[config.mk]
export PLATFORM = sky130hd
export DESIGN_NAME = adcsq_seq
export DESIGN_NICKNAME = d
export VERILOG_FILES = /design/src/rtl/adcsq_pkg.sv /design/src/rtl/adcsq_prescale.sv /design/src/rtl/adcsq_seq.sv
export SDC_FILE = /design/constraint.sdc
export NUM_CORES = 1
export LEC_CHECK = 0
export BUFFER_PORTS_ARGS = -buffer_cell sky130_fd_sc_hd__buf_4
export CAP_MARGIN = 20
export CORE_UTILIZATION = 40
export DETAILED_ROUTE_END_ITERATION = 6
export GPL_ROUTABILITY_DRIVEN = 0
export PLACE_DENSITY_LB_ADDON = 0.1
export SYNTH_ARGS = -nofsm -noshare
export SYNTH_HDL_FRONTEND = slang
export SYNTH_SLANG_ARGS = --single-unit
[constraint.sdc]
create_clock -name mclk -period 3.9 [get_ports mclk]
set_input_delay 0.78 -clock mclk [delete_from_list [all_inputs] [get_ports mclk]]
set_output_delay 0.78 -clock mclk [all_outputs]
set_load 0.03 [all_outputs]
[src/rtl/adcsq_pkg.sv]
// Purpose: Shared constants and types for the converter sequencer block
// Assumes: One 25 MHz clock, banked 16-bit extension register access
// Notes:   Control word field positions, bank map and sequencing timing
package adcsq_pkg;

    // Extension register map of the converter
    localparam logic [3:0] CTL_BANK = 4'hD;
    localparam logic [2:0] CTL_EXT = 3'h0;
    localparam logic [2:0] RES_EXT = 3'h6;
    localparam logic [3:0] BANK_CH0 = 4'h0;
    localparam logic [3:0] BANK_CH1 = 4'h1;
    localparam logic [3:0] BANK_CH2 = 4'h2;
    localparam logic [3:0] BANK_CH3 = 4'h3;
    localparam logic [3:0] BANK_ALT = 4'h5;
    localparam logic [3:0] BANK_CH0_LO = 4'h6;
    localparam logic [3:0] BANK_CH0_HI = 4'hD;
    localparam logic [2:0] ALT_EXT_CH1 = 3'h0;
    localparam logic [2:0] ALT_EXT_CH2 = 3'h1;
    localparam logic [2:0] ALT_EXT_CH3 = 3'h2;

    // converter_control field positions
    localparam int EN_BIT = 15;
    localparam int FLAG_BIT = 12;
    localparam int AFTER4_BIT = 11;
    localparam int IE_BIT = 10;
    localparam int TSEL_HI = 9;
    localparam int TSEL_LO = 8;
    localparam int DIV_HI = 7;
    localparam int DIV_LO = 5;
    localparam int MODE_HI = 4;
    localparam int MODE_LO = 3;
    localparam int CSEL_HI = 1;
    localparam int CSEL_LO = 0;
    // Writable bits: reserved 14:13, flag 12 and unused bit 2 stay zero
    localparam logic [15:0] CTL_WMASK = 16'h8FFB;
    localparam logic [15:0] CTL_RESET = 16'h0000;

    // Sequencing modes
    localparam logic [1:0] MODE_REPEAT4 = 2'b00;
    localparam logic [1:0] MODE_ONCE = 2'b01;
    localparam logic [1:0] MODE_SCAN_ONCE = 2'b10;
    localparam logic [1:0] MODE_SCAN_LOOP = 2'b11;

    // Start sources
    localparam logic [1:0] TRIG_WRITE = 2'b00;
    localparam logic [1:0] TRIG_EXT_IRQ = 2'b01;
    localparam logic [1:0] TRIG_GEN_TIMER = 2'b10;
    localparam logic [1:0] TRIG_TIMER0 = 2'b11;

    // Phase lengths in converter clock ticks, and conversion count of a four-conversion run
    localparam logic [2:0] AZ_TICKS = 3'h2;
    localparam logic [2:0] SMP_TICKS = 3'h2;
    localparam logic [2:0] CNV_TICKS = 3'h6;
    localparam logic [2:0] NCONV_QUAD = 3'h4;

    // Divider: step of eight input clocks per code
    localparam logic [2:0] DIV_LOW_BITS = 3'h7;

    typedef enum logic [1:0]
    {
        ST_IDLE = 2'b00,
        ST_AZERO = 2'b01,
        ST_SAMPLE = 2'b10,
        ST_CONVERT = 2'b11
    } adcsq_state_t;

endpackage : adcsq_pkg

[src/rtl/adcsq_prescale.sv]
// Purpose: Converter clock divider, one-cycle tick every 8*(code+1) clocks
// Assumes: restart comes from logic on mclk
// Notes:   Restart realigns the tick so a fresh conversion gets full phases
module adcsq_prescale
    import adcsq_pkg::*;
(
    input wire logic mclk,
    input wire logic sys_rst,
    input wire logic [2:0] div_code,
    input wire logic restart,
    output logic tick
);

    typedef struct packed
    {
        logic [5:0] cnt;
        logic tick;
    } adcsq_div_t;

    adcsq_div_t s_r;
    adcsq_div_t s_nxt;
    logic [5:0] reload;

    // Period minus one is the code followed by three ones
    assign reload = {div_code, DIV_LOW_BITS};

    ////////////////////////////////////////////////////////////////////////
    // Down counter, tick on reaching zero
    always_comb
    begin
        s_nxt = s_r;
        s_nxt.tick = 1'b0;
        if (restart)
        begin
            s_nxt.cnt = reload;
        end
        else if (s_r.cnt == 6'h00)
        begin
            s_nxt.cnt = reload;   // Divide by 8..64
            s_nxt.tick = 1'b1;
        end
        else
        begin
            s_nxt.cnt = s_r.cnt - 6'h01;
        end
    end

    always_ff @(posedge mclk)
    begin
        if (sys_rst)
            s_r <= '0;
        else
            s_r <= s_nxt;
    end

    assign tick = s_r.tick;
endmodule : adcsq_prescale

[src/rtl/adcsq_seq.sv]
// Purpose: Converter sequencer: triggers, modes, results and done flag
// Assumes: Converter core returns conv_data when convert phase ends
// Notes:   Bank select lives elsewhere; ext_rdata is zero when not hit

// How it works
// - Converter clock is input clock divided by 8 times (code plus one).
// - Bits 9:8 pick start: control write, irq line one, timer two, timer zero.
// - A start at any time aborts the running conversion and begins anew.
// - Bits 4:3: repeat four, once, scan four once, scan forever.
// - Repeat-four mode stores results into registers 0,1,2,3 in order.
// - Single and scan conversions store into that channel's own register.
// - Scans start at selected channel then ascend, wrapping 3 to 0.
// - Channel-select code 0..3 drives analog input 0..3.
// - Every conversion auto-zeroes the comparator before sampling.
// - Enable bit 15 low blocks conversions and all accesses but enabling.
// - Done flag bit 12 is read-only and cleared by a control write unless it sets in the same cycle.
// - Flag sets after first conversion, or fourth when bit 11 set.
// - Flag only sets while interrupt enable bit 10 is one.
// - Bits 14 and 13 are reserved and read zero.
// - Four result registers, one per channel, readable by the processor.
module adcsq_seq
    import adcsq_pkg::*;
(
    input wire logic mclk,
    input wire logic sys_rst,
    input wire logic [3:0] ext_bank,
    input wire logic [2:0] ext_addr,
    input wire logic ext_wr,
    input wire logic ext_rd,
    input wire logic [15:0] ext_wdata,
    output logic [15:0] ext_rdata,
    input wire logic external_irq_line_1,
    input wire logic general_timer_timeout,
    input wire logic timer_zero_timeout,
    input wire logic [7:0] conv_data,
    output logic [1:0] channel_mux,
    output logic converter_autozero,
    output logic converter_sample,
    output logic converter_convert,
    output logic conversion_done_flag
);

    typedef struct packed
    {
        logic [15:0] ctl;
        logic flag;
        adcsq_state_t st;
        logic [2:0] tcnt;
        logic [2:0] ndone;
        logic [1:0] chan;
        logic [3:0][7:0] res;
        logic sy1;
        logic sy2;
        logic sy3;
        logic [15:0] rdata;
        logic az;
        logic smp;
        logic cnv;
        logic [1:0] mux;
    } adcsq_seq_t;

    adcsq_seq_t s_r;
    adcsq_seq_t s_nxt;
    logic tick;
    logic ctl_wr;
    logic trig_now;
    logic done_now;
    logic [1:0] mode;
    logic [1:0] widx;
    logic [2:0] ndone_inc;
    logic [2:0] rhit;
    logic [2:0] div_sel;

    ////////////////////////////////////////////////////////////////////////
    // Result register decode: {hit, channel} for a bank and slot
    function automatic logic [2:0] res_decode(input logic [3:0] bank,
                                              input logic [2:0] addr);
        logic [2:0] r;
        r = 3'h0;
        if (addr == RES_EXT)
        begin
            case (bank)
                BANK_CH0: r = {1'b1, 2'h0};
                BANK_CH1: r = {1'b1, 2'h1};
                BANK_CH2: r = {1'b1, 2'h2};
                BANK_CH3: r = {1'b1, 2'h3};
                BANK_ALT: r = {1'b1, 2'h0};
                default:
                begin
                    if (bank >= BANK_CH0_LO && bank <= BANK_CH0_HI)
                        r = {1'b1, 2'h0};
                end
            endcase
        end
        else if (bank == BANK_ALT)
        begin
            case (addr)
                ALT_EXT_CH1: r = {1'b1, 2'h1};
                ALT_EXT_CH2: r = {1'b1, 2'h2};
                ALT_EXT_CH3: r = {1'b1, 2'h3};
                default: r = 3'h0;
            endcase
        end
        return r;
    endfunction : res_decode

    ////////////////////////////////////////////////////////////////////////
    // Converter clock; realigned on each start. A starting write must
    // reload with its own divider code, not the one it replaces.
    assign div_sel = (ctl_wr && ext_wdata[EN_BIT]) ?
        ext_wdata[DIV_HI:DIV_LO] : s_r.ctl[DIV_HI:DIV_LO];

    adcsq_prescale u_div
    (
        .mclk(mclk),
        .sys_rst(sys_rst),
        .div_code(div_sel),
        .restart(trig_now),
        .tick(tick)
    );

    ////////////////////////////////////////////////////////////////////////
    // Start detection and completion
    assign ctl_wr = ext_wr && ext_bank == CTL_BANK && ext_addr == CTL_EXT;
    assign mode = s_r.ctl[MODE_HI:MODE_LO];
    assign rhit = res_decode(ext_bank, ext_addr);
    assign ndone_inc = s_r.ndone + 3'h1;
    // Repeat mode fills slots in order, others use the channel's own slot
    assign widx = (mode == MODE_REPEAT4) ? s_r.ndone[1:0] : s_r.chan;

    always_comb
    begin
        trig_now = 1'b0;
        if (ctl_wr)
        begin
            // A write starts only when it leaves the block enabled
            trig_now = ext_wdata[EN_BIT] &&
                ext_wdata[TSEL_HI:TSEL_LO] == TRIG_WRITE;
        end
        else if (s_r.ctl[EN_BIT])
        begin
            case (s_r.ctl[TSEL_HI:TSEL_LO])
                TRIG_EXT_IRQ: trig_now = s_r.sy2 && !s_r.sy3;
                TRIG_GEN_TIMER: trig_now = general_timer_timeout;
                TRIG_TIMER0: trig_now = timer_zero_timeout;
                default: trig_now = 1'b0;
            endcase
        end
    end

    assign done_now = s_r.st == ST_CONVERT && tick && !trig_now &&
        s_r.tcnt == CNV_TICKS - 3'h1 && !(ctl_wr && !ext_wdata[EN_BIT]);

    ////////////////////////////////////////////////////////////////////////
    // Next state of the whole block
    always_comb
    begin
        s_nxt = s_r;
        // Pin passes two flops before the edge detector looks at it
        s_nxt.sy1 = external_irq_line_1;
        s_nxt.sy2 = s_r.sy1;
        s_nxt.sy3 = s_r.sy2;

        // Control write; a write with the enable bit low only clears the enable bit
        if (ctl_wr)
        begin
            if (ext_wdata[EN_BIT])
                s_nxt.ctl = ext_wdata & CTL_WMASK;
            else
                s_nxt.ctl[EN_BIT] = 1'b0;
        end

        // Phase sequencing on converter ticks
        if (trig_now)
        begin
            s_nxt.st = ST_AZERO;
            s_nxt.tcnt = 3'h0;
            s_nxt.ndone = 3'h0;
            s_nxt.chan = ext_wdata[CSEL_HI:CSEL_LO];
            if (!ctl_wr)
                s_nxt.chan = s_r.ctl[CSEL_HI:CSEL_LO];
        end
        else if (!s_nxt.ctl[EN_BIT])
        begin
            s_nxt.st = ST_IDLE;
        end
        else if (tick)
        begin
            s_nxt.tcnt = s_r.tcnt + 3'h1;
            case (s_r.st)
                ST_AZERO:
                begin
                    if (s_r.tcnt == AZ_TICKS - 3'h1)
                    begin
                        s_nxt.st = ST_SAMPLE;
                        s_nxt.tcnt = 3'h0;
                    end
                end
                ST_SAMPLE:
                begin
                    if (s_r.tcnt == SMP_TICKS - 3'h1)
                    begin
                        s_nxt.st = ST_CONVERT;
                        s_nxt.tcnt = 3'h0;
                    end
                end
                ST_CONVERT:
                begin
                    if (done_now)
                    begin
                        s_nxt.tcnt = 3'h0;
                        s_nxt.res[widx] = conv_data;
                        if (s_r.ndone != NCONV_QUAD)
                            s_nxt.ndone = ndone_inc;
                        // Each new conversion goes back through auto-zero
                        s_nxt.st = ST_AZERO;
                        case (mode)
                            MODE_ONCE: s_nxt.st = ST_IDLE;
                            MODE_REPEAT4:
                            begin
                                if (ndone_inc == NCONV_QUAD)
                                    s_nxt.st = ST_IDLE;
                            end
                            MODE_SCAN_ONCE:
                            begin
                                s_nxt.chan = s_r.chan + 2'h1;
                                if (ndone_inc == NCONV_QUAD)
                                    s_nxt.st = ST_IDLE;
                            end
                            default: s_nxt.chan = s_r.chan + 2'h1;
                        endcase
                    end
                end
                default: s_nxt.tcnt = 3'h0;
            endcase
        end

        // Done flag: the set wins over a clearing write
        if (ctl_wr)
            s_nxt.flag = 1'b0;
        if (done_now && s_r.ctl[IE_BIT])
        begin
            if (s_r.ctl[AFTER4_BIT] ? ndone_inc == NCONV_QUAD
                                    : s_r.ndone == 3'h0)
                s_nxt.flag = 1'b1;
        end

        // Read port, all reads blocked while disabled
        s_nxt.rdata = 16'h0000;
        if (ext_rd && s_r.ctl[EN_BIT])
        begin
            if (ext_bank == CTL_BANK && ext_addr == CTL_EXT)
                s_nxt.rdata = {s_r.ctl[15:13], s_r.flag,
                               s_r.ctl[11:0]};
            else if (rhit[2])
                s_nxt.rdata = {8'h00, s_r.res[rhit[1:0]]};
        end

        // Converter strobes follow the registered state
        s_nxt.az = s_nxt.st == ST_AZERO;
        s_nxt.smp = s_nxt.st == ST_SAMPLE;
        s_nxt.cnv = s_nxt.st == ST_CONVERT;
        s_nxt.mux = s_nxt.chan;
    end

    always_ff @(posedge mclk)
    begin
        if (sys_rst)
        begin
            s_r <= '0;
            s_r.ctl <= CTL_RESET;
        end
        else
        begin
            s_r <= s_nxt;
        end
    end

    assign ext_rdata = s_r.rdata;
    assign channel_mux = s_r.mux;
    assign converter_autozero = s_r.az;
    assign converter_sample = s_r.smp;
    assign converter_convert = s_r.cnv;
    assign conversion_done_flag = s_r.flag;
endmodule : adcsq_seq

Word-level counts from Yosys, hierarchy flattened
Cells that the tools add are included.

Logic and storage cells: 141. Output and inout bits: 22. Bits in registers: 84.

Muxes and demuxes: 42. Order comparisons: 5. Equal/unequal tests: 24. Bitwise gates (word level): 3. Add/subtract/negate cells: 4. Reductions and logical operators: 41.

Operators by type and width (number): 2-to-1 mux 42 bit (2); 2-to-1 mux 40 bit (1); 2-to-1 mux 37 bit (1); bitwise mux 32 bit (1); 2-to-1 mux 16 bit (2); 2-to-1 mux 8 bit (3); one-hot mux 3 bit (3 select lines) (2); binary-select mux 8 bit (select 2 bit) (1); demux 8 bit (select 2 bit) (1); logical AND 1 bit (15); 2-to-1 mux 3 bit (5); AND reduction 5 bit (3); equality test 2 bit, second input constant (7); 2-to-1 mux 12 bit (1); 2-to-1 mux 6 bit (2); one-hot mux 3 bit (4 select lines) (1); 2-to-1 mux 10 bit (1); 2-to-1 mux 5 bit (2); OR reduction 2 bit (5); equality test 3 bit, second input constant (3); 2-to-1 mux 1 bit (9); equality test 2 x 1 -> 1 bit, second input constant (4); equality test 4 x 2 -> 1 bit, second input constant (2); 2-to-1 mux 2 bit (4); 27 further kinds (41).

Logic depth before layout (Yosys ltp)
Gate-level depths: netlist of run 1.

Depth after elaboration: 15. Depth in mapped cells: 9. Gate-level depth less buffers: 7.

By module
From an unflattened synthesis of run 1, not the netlist that was laid out.

Cells, all modules: 397. Area, all modules: 3853.7 µm².

Modules (own cells, without submodules): adcsq_seq (seq. area each 1501.4 µm², area each 3490.8 µm², cells each 358, instances 1); adcsq_prescale (seq. area each 140.1 µm², area each 362.8 µm², cells each 39, instances 1).

Worst setup path before layout of run 1
No wires, ideal clock.

Path type: input -> register. Start: input port ext_addr[1]. End: register s_r[60] in the netlist's numbering. Setup time: 0.125 ns. Buffers on the path: 2. Arrival: 2.684 ns. Stages on the path: 7. Path slack: 1.091 ns. Cells stage by stage: buf_4 -> or4b_4 -> o31a_1 -> a221o_1 -> buf_2 -> o31ai_1 -> a21oi_1.

Cells in the longest elaborated chain, start to end: 8. Elaborated cells on any way between the ends: 12. Classes of those cells: mux (2); reduce/logical (10).

RTL lines: start: declaration (RTL line adcsq_seq.sv:27) `input wire logic [2:0] ext_addr,`; logical NOT 3 bit (*) (RTL line adcsq_seq.sv:124) `assign ctl_wr = ext_wr && ext_bank == CTL_BANK && ext_addr == CTL_EXT;`; logical AND 1 bit (*) (RTL line adcsq_seq.sv:124); 2-to-1 mux 1 bit (RTL line adcsq_seq.sv:134) `if (ctl_wr)`; logical NOT 1 bit (RTL line adcsq_seq.sv:151) `assign done_now = s_r.st == ST_CONVERT && tick && !trig_now &&`; logical AND 1 bit (2 in series) (RTL line adcsq_seq.sv:151); logical AND 1 bit (RTL line adcsq_seq.sv:152) `s_r.tcnt == CNV_TICKS - 3'h1 && !(ctl_wr && !ext_wdata[EN_BIT]);`; AND reduction 5 bit (no source line); end signal: assignment (RTL line adcsq_seq.sv:275) `s_r <= s_nxt;`; end: declaration (RTL line adcsq_seq.sv:62) `adcsq_seq_t s_r;`.

Mark *: on every way between the ends. The rest lies on a longest branch, timed or not. A chain may end at the register's enable or synchronous reset.

==> impl_metrics.env, run 1 <==
export IMPL_die_w_um=102
export IMPL_crit_required_ns=4.18
export IMPL_status="complete, no violations"
export IMPL_antenna_found_initial=0
export IMPL_cap_violations=0
export IMPL_rsz0062_at_grt="false"
export IMPL_rrSetupSlack_ns=1.37
export IMPL_async_flop_share_pct=0
export IMPL_period_minus_slack_ns=2.94
export IMPL_synth_area_leader_cell="dfxtp_1"
export IMPL_netlist_area_mm2=0.00402
export IMPL_crit_fanout=23
export IMPL_hold_depth=1
export IMPL_drt_wl_total_mm=10.6
export IMPL_hp_class="reg -> reg"
export IMPL_tightest_slew_ns=0.889
export IMPL_ff_latch_area_mm2=0.00164
export IMPL_grtUsageTotal_pct=21.3
export IMPL_clk_path_buf_depth=2
export IMPL_synth_cell_type_count=58
export IMPL_path_delay_family="compound AO/OA/AOI/OAI gates"
export IMPL_min_to="s_nxt[21]$_SDFF_PP0_"
export IMPL_synth_ff_type="dfxtp_1"
export IMPL_cts_sinks=82
export IMPL_cts_htree_levels=3
export IMPL_num_rows=36
export IMPL_first_pass_iters=5
export IMPL_detail_route_antenna_nets=0
export IMPL_die_area_mm2=0.0105
export IMPL_cts_tree="built"
export IMPL_skew_ns=0.0108
export IMPL_avgSynthCellArea_um2=8.47
export IMPL_layout_nets=556
export IMPL_postCtsSetupRepairBufs=0
export IMPL_hp_start="s_nxt[22]$_SDFF_PP0_"
export IMPL_clk_pin_slew_ns=0.08
export IMPL_clk_latency_ns=0.35
export IMPL_total_power_w=0.00170
export IMPL_root_buffer="clkbuf_8"
export IMPL_clock_fmax_mhz=341
export IMPL_grt_max_degree=61
export IMPL_nFillCells=980
export IMPL_wl_per_cell_um=16.4
export IMPL_seq_area_frac_synth_pct=40.8
export IMPL_slew_headroom_pct=40.8
export IMPL_p_leak_nw=1.67
export IMPL_synthTopCellsByCount="dfxtp_1, a21oi_1, nand3_1, o21ai_0, nand2_1"
export IMPL_syn2layout_area_growth_pct=15.3
export IMPL_cpPeakStageDelay_ns=0.58
export IMPL_grt_pass1_wl_mm=16.9
export IMPL_crit_slowest_cell="or4b_4"
export IMPL_synth_most_common_cell="dfxtp_1"
export IMPL_cp_common_cell="buf_4"
export IMPL_die_h_um=102
export IMPL_period_share_pct=75.3
export IMPL_critical_path_cell_chain="buf_4 -> or4b_4 -> o31a_1 -> a221oi_4 -> buf_4 -> nand3_1 -> a21oi_1"
export IMPL_power_density_mw_per_mm2=366
export IMPL_postCtsResizedCells=0
export IMPL_hold_viol=0
export IMPL_synth_warnings=0
export IMPL_cp_start_kind="input pin"
export IMPL_drt_initial_drc_count=211
export IMPL_synthCells=475
export IMPL_initial_core_util_pct=41.1
export IMPL_core_area_mm2=0.00977
export IMPL_reg2reg_from="s_r[76]$_SDFFE_PP0P_"
export IMPL_yosysTopAreaCellShare_pct=40.8
export IMPL_synth_ff_latch_count=82
export IMPL_multi_input_area_mm2=0.00208
export IMPL_finalSetupViolCount=0
export IMPL_end_kind="register"
export IMPL_vias_per_cell=5.56
export IMPL_numCtsBuffers=9
export IMPL_holdBufCountCts=0
export IMPL_irDropWorstVdd_mv=0.211
export IMPL_io_buffers=53
export IMPL_grt_overflow_total=0
export IMPL_finalMaxSlewViolations=0
export IMPL_reg2reg_depth=6
export IMPL_tns_ns=0
export IMPL_worst_r2r_endpoint="s_r[63]$_SDFFE_PP0P_"
export IMPL_antenna_cells=0
export IMPL_dpl_hpwl_mm=7.44
export IMPL_vias=3606
export IMPL_crit_arrival_ns=3.22
export IMPL_critPathBufInv=2
export IMPL_final_layout_size_suffix_gt1_share_pct=18.8
export IMPL_crit_type="in -> reg"
export IMPL_synth_top_cells_by_area="dfxtp_1, a21oi_1, nand3_1"
export IMPL_drcViolationCount=0
export IMPL_ioPinCount=60
export IMPL_first_global_vias=3323
export IMPL_synth_enable_flop_cells=0
[cell usage in the layout, fill, tap and decap left out, drive strengths merged, types with 3 or more instances in the layout]
master  instances
nor2b           6
a31oi           3
xnor2           3
o21ai          43
clkbuf         12
nand3          38
a21oi          63
a211oi         20
a31o            3
o31ai           9
xor2            4
buf            68
nor3            7
nand4           4
mux2i           5
or4b            3
ha              7
nand2          36
nor2           21
mux2            3
inv            11
nor3b           9
a211o           5
dfxtp          82
and2            6
[per-layer routing]
layer	part of all wire, %	GRT usage [%]	up-vias
li1	-	-	1787
met1	49	30.3	1693
met2	44	32.7	116
met3	6.4	4.10	10
met4	1.2	6.15	0
met5	0	0	-
[cells by family (layout without fill, tap and decap cells)]
group / count (synthesis) / count (layout) / share of synthesized area [%]
simple gates: 151 / 151 / 20.3
other cells: 1 / 2 / 0.0933
xor+xnor: 7 / 7 / 1.52
buf+inv: 55 / 94 / 7.81
mux: 9 / 9 / 2.64
compound gates: 163 / 163 / 24.6
fa+ha+maj: 7 / 7 / 2.18
flops: 82 / 82 / 40.8
[metrics by stage]
step | worst slack (ns) | hold WS, ns | cell area (µm²) | instances | util [%]
after CTS | 0.990 | 0.452 | 4640 | 648 | 47.5
after floorplan | 1.09 | 0.414 | 4030 | 476 | -
after global routing | 0.838 | 0.480 | 4640 | 648 | 47.5
final | 0.964 | 0.445 | 4640 | 648 | 47.5
after detailed placement | 0.610 | 0.432 | 4450 | 633 | 45.6
after global placement | 0.659 | 0.421 | 4450 | 633 | 45.6
[how the worst max path moves through the flow]
stage / start / endpoint / slack [ns] / cells after the start
after floorplan: ext_addr[1] / s_r[60]$_SDFFE_PP0P_ / 1.09 / 7
final: ext_addr[0] / register / 0.96 / 7
after CTS: ext_addr[0] / register / 0.99 / 7
after global placement: ext_addr[0] / register / 0.66 / 7
after detailed placement: ext_addr[0] / register / 0.61 / 7
after global routing: ext_addr[0] / u_div.s_r[6]$_SDFF_PP0_ / 0.84 / 6
[layout make-up]
cell class | count | area share (%)
multi-input cells | 339 | 44.9
flip-flops and latches | 82 | 35.4
repair buffers | 68 | 11.3
well taps | 133 | 3.59
clock buffers | 12 | 3.13
inverters | 11 | 0.890
clock inverters | 3 | 0.863
[report_power, final]
part	leakage (nW)	total, W	internal [W]	switching [W]
Sequential	0.662	0.000889	0.000866	0.0000226
Clock	0.0962	0.000608	0.000309	0.000299
Combinational	0.909	0.000199	0.0000918	0.000107
Total	1.67	0.00170	0.00127	0.000429
Note: power is estimated with default switching activity, not from simulation.
==> run 2, diff against run 1 <==
clock period = 2.6 ns   (was 3.9 ns; I/O delays follow)
==> run 2 against run 1 <==
- register-to-register slack got worse by 0.99 ns
- first-iteration DRC count fell by 23%
- worst hold slack got worse by 0.065 ns
==> impl_metrics.env, run 2 (synthesized netlist as in run 1, its figures left out) <==
export IMPL_status="complete, no violations"
export IMPL_clockPowerShare_pct=35.4
export IMPL_p_seq_share_pct=52.1
export IMPL_antenna_found_initial=0
export IMPL_finalMaxSlewViolations=0
export IMPL_p_int_w=0.00191
export IMPL_reg2reg_from="s_r[76]$_SDFFE_PP0P_"
export IMPL_num_rows=36
export IMPL_critical_path_cell_chain="buf_4 -> or4b_4 -> o31a_1 -> a221o_1 -> buf_4 -> o21ai_0 -> a21oi_1"
export IMPL_ioPinCount=60
export IMPL_worst_r2r_endpoint="s_r[61]$_SDFFE_PP0P_"
export IMPL_grt_max_degree=60
export IMPL_numCtsBuffers=9
export IMPL_finalSetupViolCount=0
export IMPL_rrSetupSlack_ns=0.38
export IMPL_crit_required_ns=2.82
export IMPL_met3WireLength_um=549
export IMPL_vias_per_cell=5.42
export IMPL_p_leak_nw=1.77
export IMPL_nFillCells=961
export IMPL_drt_met1_wl_mm=5.27
export IMPL_clk_path_buf_depth=2
export IMPL_p_comb_share_pct=12.5
export IMPL_clk_latency_ns=0.35
export IMPL_crit_type="in -> reg"
export IMPL_hp_class="in -> reg"
export IMPL_end_kind="register"
export IMPL_crit_fanout=20
export IMPL_top_layer_used="met4"
export IMPL_layout_commonest_cell="buf_4"
export IMPL_tightest_slew_ns=0.626
export IMPL_period_minus_slack_ns=2.22
export IMPL_antenna_cells=0
export IMPL_hold_viol=0
export IMPL_irDropWorstVdd_mv=0.371
export IMPL_cts_tree="built"
export IMPL_grt_pass1_wl_mm=17.1
export IMPL_cap_violations=0
export IMPL_skew_ns=0.0124
export IMPL_io_buffers=53
export IMPL_clock_fmax_mhz=450
export IMPL_die_h_um=102
export IMPL_crit_arrival_ns=2.44
export IMPL_drt_initial_drc_count=162
export IMPL_dpl_instance_area_mm2=0.00463
export IMPL_syn2layout_area_growth_pct=19.5
export IMPL_initial_core_util_pct=41.1
export IMPL_grt_overflow_total=0
export IMPL_reg2reg_depth=5
export IMPL_detail_route_antenna_nets=0
export IMPL_die_w_um=102
export IMPL_slew_headroom_pct=58.3
export IMPL_first_pass_iters=4
export IMPL_period_share_pct=85.4
export IMPL_rsz0062_at_grt="false"
export IMPL_crit_slowest_cell="or4b_4"
export IMPL_layout_nets=579
export IMPL_cpPeakStageDelay_ns=0.54
export IMPL_core_area_mm2=0.00977
export IMPL_die_area_mm2=0.0105
export IMPL_cts_sinks=82
export IMPL_wl_per_cell_um=16.0
export IMPL_dpl_hpwl_mm=7.78
export IMPL_p_sw_share_pct=25.4
export IMPL_root_buffer="clkbuf_8"
export IMPL_tns_ns=0
export IMPL_drt_wl_total_mm=10.7
export IMPL_cp_start_kind="input pin"
export IMPL_fin_area_mm2=0.00481
export IMPL_drcViolationCount=0
export IMPL_power_density_mw_per_mm2=532
export IMPL_final_cell_mix="buf_4, dfxtp_1, a21oi_1, nand3_1, o21ai_0"
export IMPL_switching_power_w=0.000651
export IMPL_wl_met2_mm=4.77
export IMPL_grtUsageTotal_pct=21.5
export IMPL_crit_start="ext_addr[0]"
export IMPL_holdBufCountCts=0
export IMPL_postCtsSetupRepairBufs=0
export IMPL_postCtsResizedCells=0
export IMPL_vias=3624
export IMPL_first_global_vias=3409
export IMPL_cts_htree_levels=3
export IMPL_final_layout_size_suffix_gt1_share_pct=22.4
export IMPL_cp_common_cell="buf_4"
export IMPL_clk_pin_slew_ns=0.08
-- run 2: cell types whose count changed in the layout (fill, tap and decap cells not counted) --
cell,previous run,this run
buf_4,67,90
clkbuf_1,2,0
clkinvlp_4,0,1
clkinv_2,2,1
-- run 2: cell type report --
class                      instances  area [µm²]  area share, %
clock buffer                      10         138           2.86
clock inverter                     3        42.5          0.885
inverter                          11        41.3          0.859
multi-input combinational        339        2080           43.3
sequential                        82        1640           34.2
tap                              133         166           3.46
timing repair buffer              91         696           14.5
-- run 2: per-stage QoR --
stage | instances | power, W | setup slack, ns | hold slack (ns) | utilization, %
after floorplan | 476 | 0.00157 | 0.0506 | 0.414 | -
after global placement | 656 | 0.00168 | 0.0239 | 0.416 | 47.3
after detailed placement | 656 | 0.00168 | 0.0176 | 0.444 | 47.3
after CTS | 669 | 0.00258 | 0.386 | 0.381 | 49.2
after global routing | 669 | 0.00268 | 0.188 | 0.382 | 49.2
final | 669 | 0.00256 | 0.380 | 0.381 | 49.2
-- run 2: per-layer routing --
metal / global-route usage [%] / up-vias
li1: - / 1834
met1: 30.1 / 1695
met2: 34.1 / 84
met3: 4.17 / 11
met4: 4.73 / 0
met5: 0 / -
-- run 2: worst max-delay path: cells and delay by family --
family / cells / cell delay (ns)
AO/OA/AOI/OAI: 4 / 1.03
buffers and inverters: 2 / 0.33
AND/OR/NAND/NOR: 1 / 0.54
-- run 2: worst min-delay path by stage --
stage | start | to | cells past startpoint
3_3_place_gp | s_nxt[22]$_SDFF_PP0_ | s_nxt[21]$_SDFF_PP0_ | 1
6_report | external_irq_line_1 | s_nxt[22]$_SDFF_PP0_ | 2
3_5_place_dp | s_nxt[22]$_SDFF_PP0_ | s_nxt[21]$_SDFF_PP0_ | 1
5_1_grt | external_irq_line_1 | s_nxt[22]$_SDFF_PP0_ | 2
2_1_floorplan | s_nxt[22]$_SDFF_PP0_ | s_nxt[21]$_SDFF_PP0_ | 1
4_1_cts | external_irq_line_1 | s_nxt[22]$_SDFF_PP0_ | 2
-- run 2: power by group through the flow --
stage | Combinational [W] | Sequential [W] | Clock (W)
after global placement | 0.000317 | 0.00136 | 0
final | 0.000321 | 0.00133 | 0.000905
after CTS | 0.000326 | 0.00133 | 0.000925
after detailed placement | 0.000323 | 0.00136 | 0
after floorplan | 0.000214 | 0.00135 | 0
after global routing | 0.000367 | 0.00134 | 0.000975
==> run 3, diff against run 2 <==
CELL_PAD_IN_SITES_DETAIL_PLACEMENT = 0   (was not set)
CELL_PAD_IN_SITES_GLOBAL_PLACEMENT = 1   (was not set)
CORE_MARGIN = 5   (was not set)
CORE_UTILIZATION = 38   (was 40)
==> run 3 against run 2 <==
- sequential share of layout area decreased by 0.28 points
- first-iteration DRC count increased by 36%
- critical path depth decreased by 1
- via count increased by 1.9%
- non-clock buffer count decreased by 2
- clock power increased by 15%
- die area increased by 22%
- highest routed layer unchanged
- clock skew decreased by 0.0038 ns
- setup slack got worse by 0.060 ns
- worst hold slack improved by 0.0062 ns
- design area increased by 0.83%
==> impl_metrics.env, run 3 (synthesized netlist as in run 1, its figures left out) <==
export IMPL_postCtsResizedCells=0
export IMPL_clock_fmax_mhz=439
export IMPL_holdBufCountCts=0
export IMPL_use_met1_pct=27.5
export IMPL_period_minus_slack_ns=2.28
export IMPL_final_cell_mix="buf_4, dfxtp_1, a21oi_1, nand3_1, o21ai_0"
export IMPL_power_density_mw_per_mm2=555
export IMPL_antenna_cells=0
export IMPL_die_w_um=113
export IMPL_vias_per_cell=5.49
export IMPL_layout_commonest_cell="buf_4"
export IMPL_tns_ns=0
export IMPL_rsz0062_at_grt="false"
export IMPL_crit_slowest_cell="or4b_1"
export IMPL_busiest_layer="met1"
export IMPL_end_kind="register"
export IMPL_p_leak_nw=1.79
export IMPL_num_rows=37
export IMPL_hold_viol=0
export IMPL_cp_start_kind="register"
export IMPL_layout_nets=577
export IMPL_drcViolationCount=0
export IMPL_skew_ns=0.00857
export IMPL_clk_path_buf_depth=2
export IMPL_clk_pin_slew_ns=0.08
export IMPL_critical_path_cell_chain="or3b_2 -> a31oi_1 -> a221oi_4 -> buf_4 -> or4b_1 -> a21oi_1"
export IMPL_numCtsBuffers=9
export IMPL_clk_latency_ns=0.36
export IMPL_dpl_hpwl_mm=8.25
export IMPL_antenna_found_initial=0
export IMPL_syn2layout_area_growth_pct=20.5
export IMPL_crit_fanout=5
export IMPL_grtUsageTotal_pct=18.6
export IMPL_initial_core_util_pct=39.0
export IMPL_crit_arrival_ns=2.58
export IMPL_use_met3_pct=2.83
export IMPL_first_global_vias=3535
export IMPL_grt_pass1_wl_mm=19.0
export IMPL_first_pass_iters=5
export IMPL_drt_wl_total_mm=11.5
export IMPL_final_layout_size_suffix_gt1_share_pct=22.3
export IMPL_status="complete, no violations"
export IMPL_cts_htree_levels=3
export IMPL_hp_class="in -> reg"
export IMPL_drt_initial_drc_count=220
export IMPL_die_area_mm2=0.0127
export IMPL_postCtsSetupRepairBufs=0
export IMPL_cap_violations=0
export IMPL_grt_overflow_total=0
export IMPL_ioPinCount=60
export IMPL_detail_route_antenna_nets=0
export IMPL_crit_type="reg -> reg"
export IMPL_cts_tree="built"
export IMPL_finalSetupViolCount=0
export IMPL_irDropWorstVdd_mv=0.423
export IMPL_cpPeakStageDelay_ns=0.51
export IMPL_io_buffers=53
export IMPL_period_share_pct=87.7
export IMPL_tightest_slew_ns=0.633
export IMPL_core_area_mm2=0.0103
export IMPL_grt_max_degree=60
export IMPL_wl_per_cell_um=17.0
export IMPL_cts_sinks=82
export IMPL_slew_headroom_pct=57.8
export IMPL_root_buffer="clkbuf_8"
export IMPL_finalMaxSlewViolations=0
export IMPL_fin_area_mm2=0.00485
export IMPL_die_h_um=113
export IMPL_critPathBufInv=1
export IMPL_dpl_instance_area_mm2=0.00463
export IMPL_crit_required_ns=2.90
export IMPL_path_delay_family="simple AND/OR/NAND/NOR gates"
export IMPL_grtUsageMet2_pct=27.1
export IMPL_total_power_w=0.00269
export IMPL_hold_worst_slack_ns=0.387
export IMPL_vias=3693
-- run 3: cell types whose count changed in the layout (fill, tap and decap cells not counted) --
cell and delta:
bufinv_16 +1, buf_12 +1, buf_4 -3, clkinv_2 +1
clkbuf_1 +1
-- run 3: layout make-up --
cell class	count	area, µm²
Timing Repair Buffer	89	693
Fill cell	1053	5480
Tap cell	136	170
Multi-Input combinational cell	339	2080
Clock inverter	5	77.6
Inverter	11	41.3
Sequential cell	82	1640
Clock buffer	11	141
-- run 3: worst register-to-register path, cell delays in order (launching register included) --
cell      delay, ns
dfxtp_1        0.35
or3b_2         0.49
a31oi_1        0.41
a221oi_4       0.13
buf_4          0.17
or4b_1         0.51
a21oi_1        0.15
-- run 3: where the power goes --
part,switching (W),total (W),internal (W)
clock,0.000472,0.00104,0.000564
combinational,0.000167,0.000323,0.000156
sequential,0.0000326,0.00133,0.00130
total,0.000671,0.00269,0.00202
-- run 3: per-stage QoR --
step           cells  utilization, %  setup WS (ns)
2_1_floorplan    476               -         0.0506
3_3_place_gp     657            44.8       -0.00225
3_5_place_dp     657            44.8        -0.0277
4_1_cts          673            46.9          0.304
5_1_grt          673            46.9          0.199
6_report         673            46.9          0.320
-- run 3: final timing paths --
check	from	endpoint	slack [ns]	depth (start not counted)
max	s_r[76]$_SDFFE_PP0P_	s_r[61]$_SDFFE_PP0P_	0.32	6
min	external_irq_line_1	s_nxt[22]$_SDFF_PP0_	0.39	2
max reg2reg	s_r[76]$_SDFFE_PP0P_	s_r[61]$_SDFFE_PP0P_	0.32	6
min reg2reg	s_nxt[22]$_SDFF_PP0_	s_nxt[21]$_SDFF_PP0_	0.46	1
-- run 3: routing by layer --
| layer | wire length (µm) | vias to the layer above |
|---|---|---|
| met3 | 589 | 14 |
| met2 | 4880 | 84 |
| li1 | - | 1831 |
| met4 | 212 | 0 |
| met5 | 0 | - |
| met1 | 5780 | 1764 |
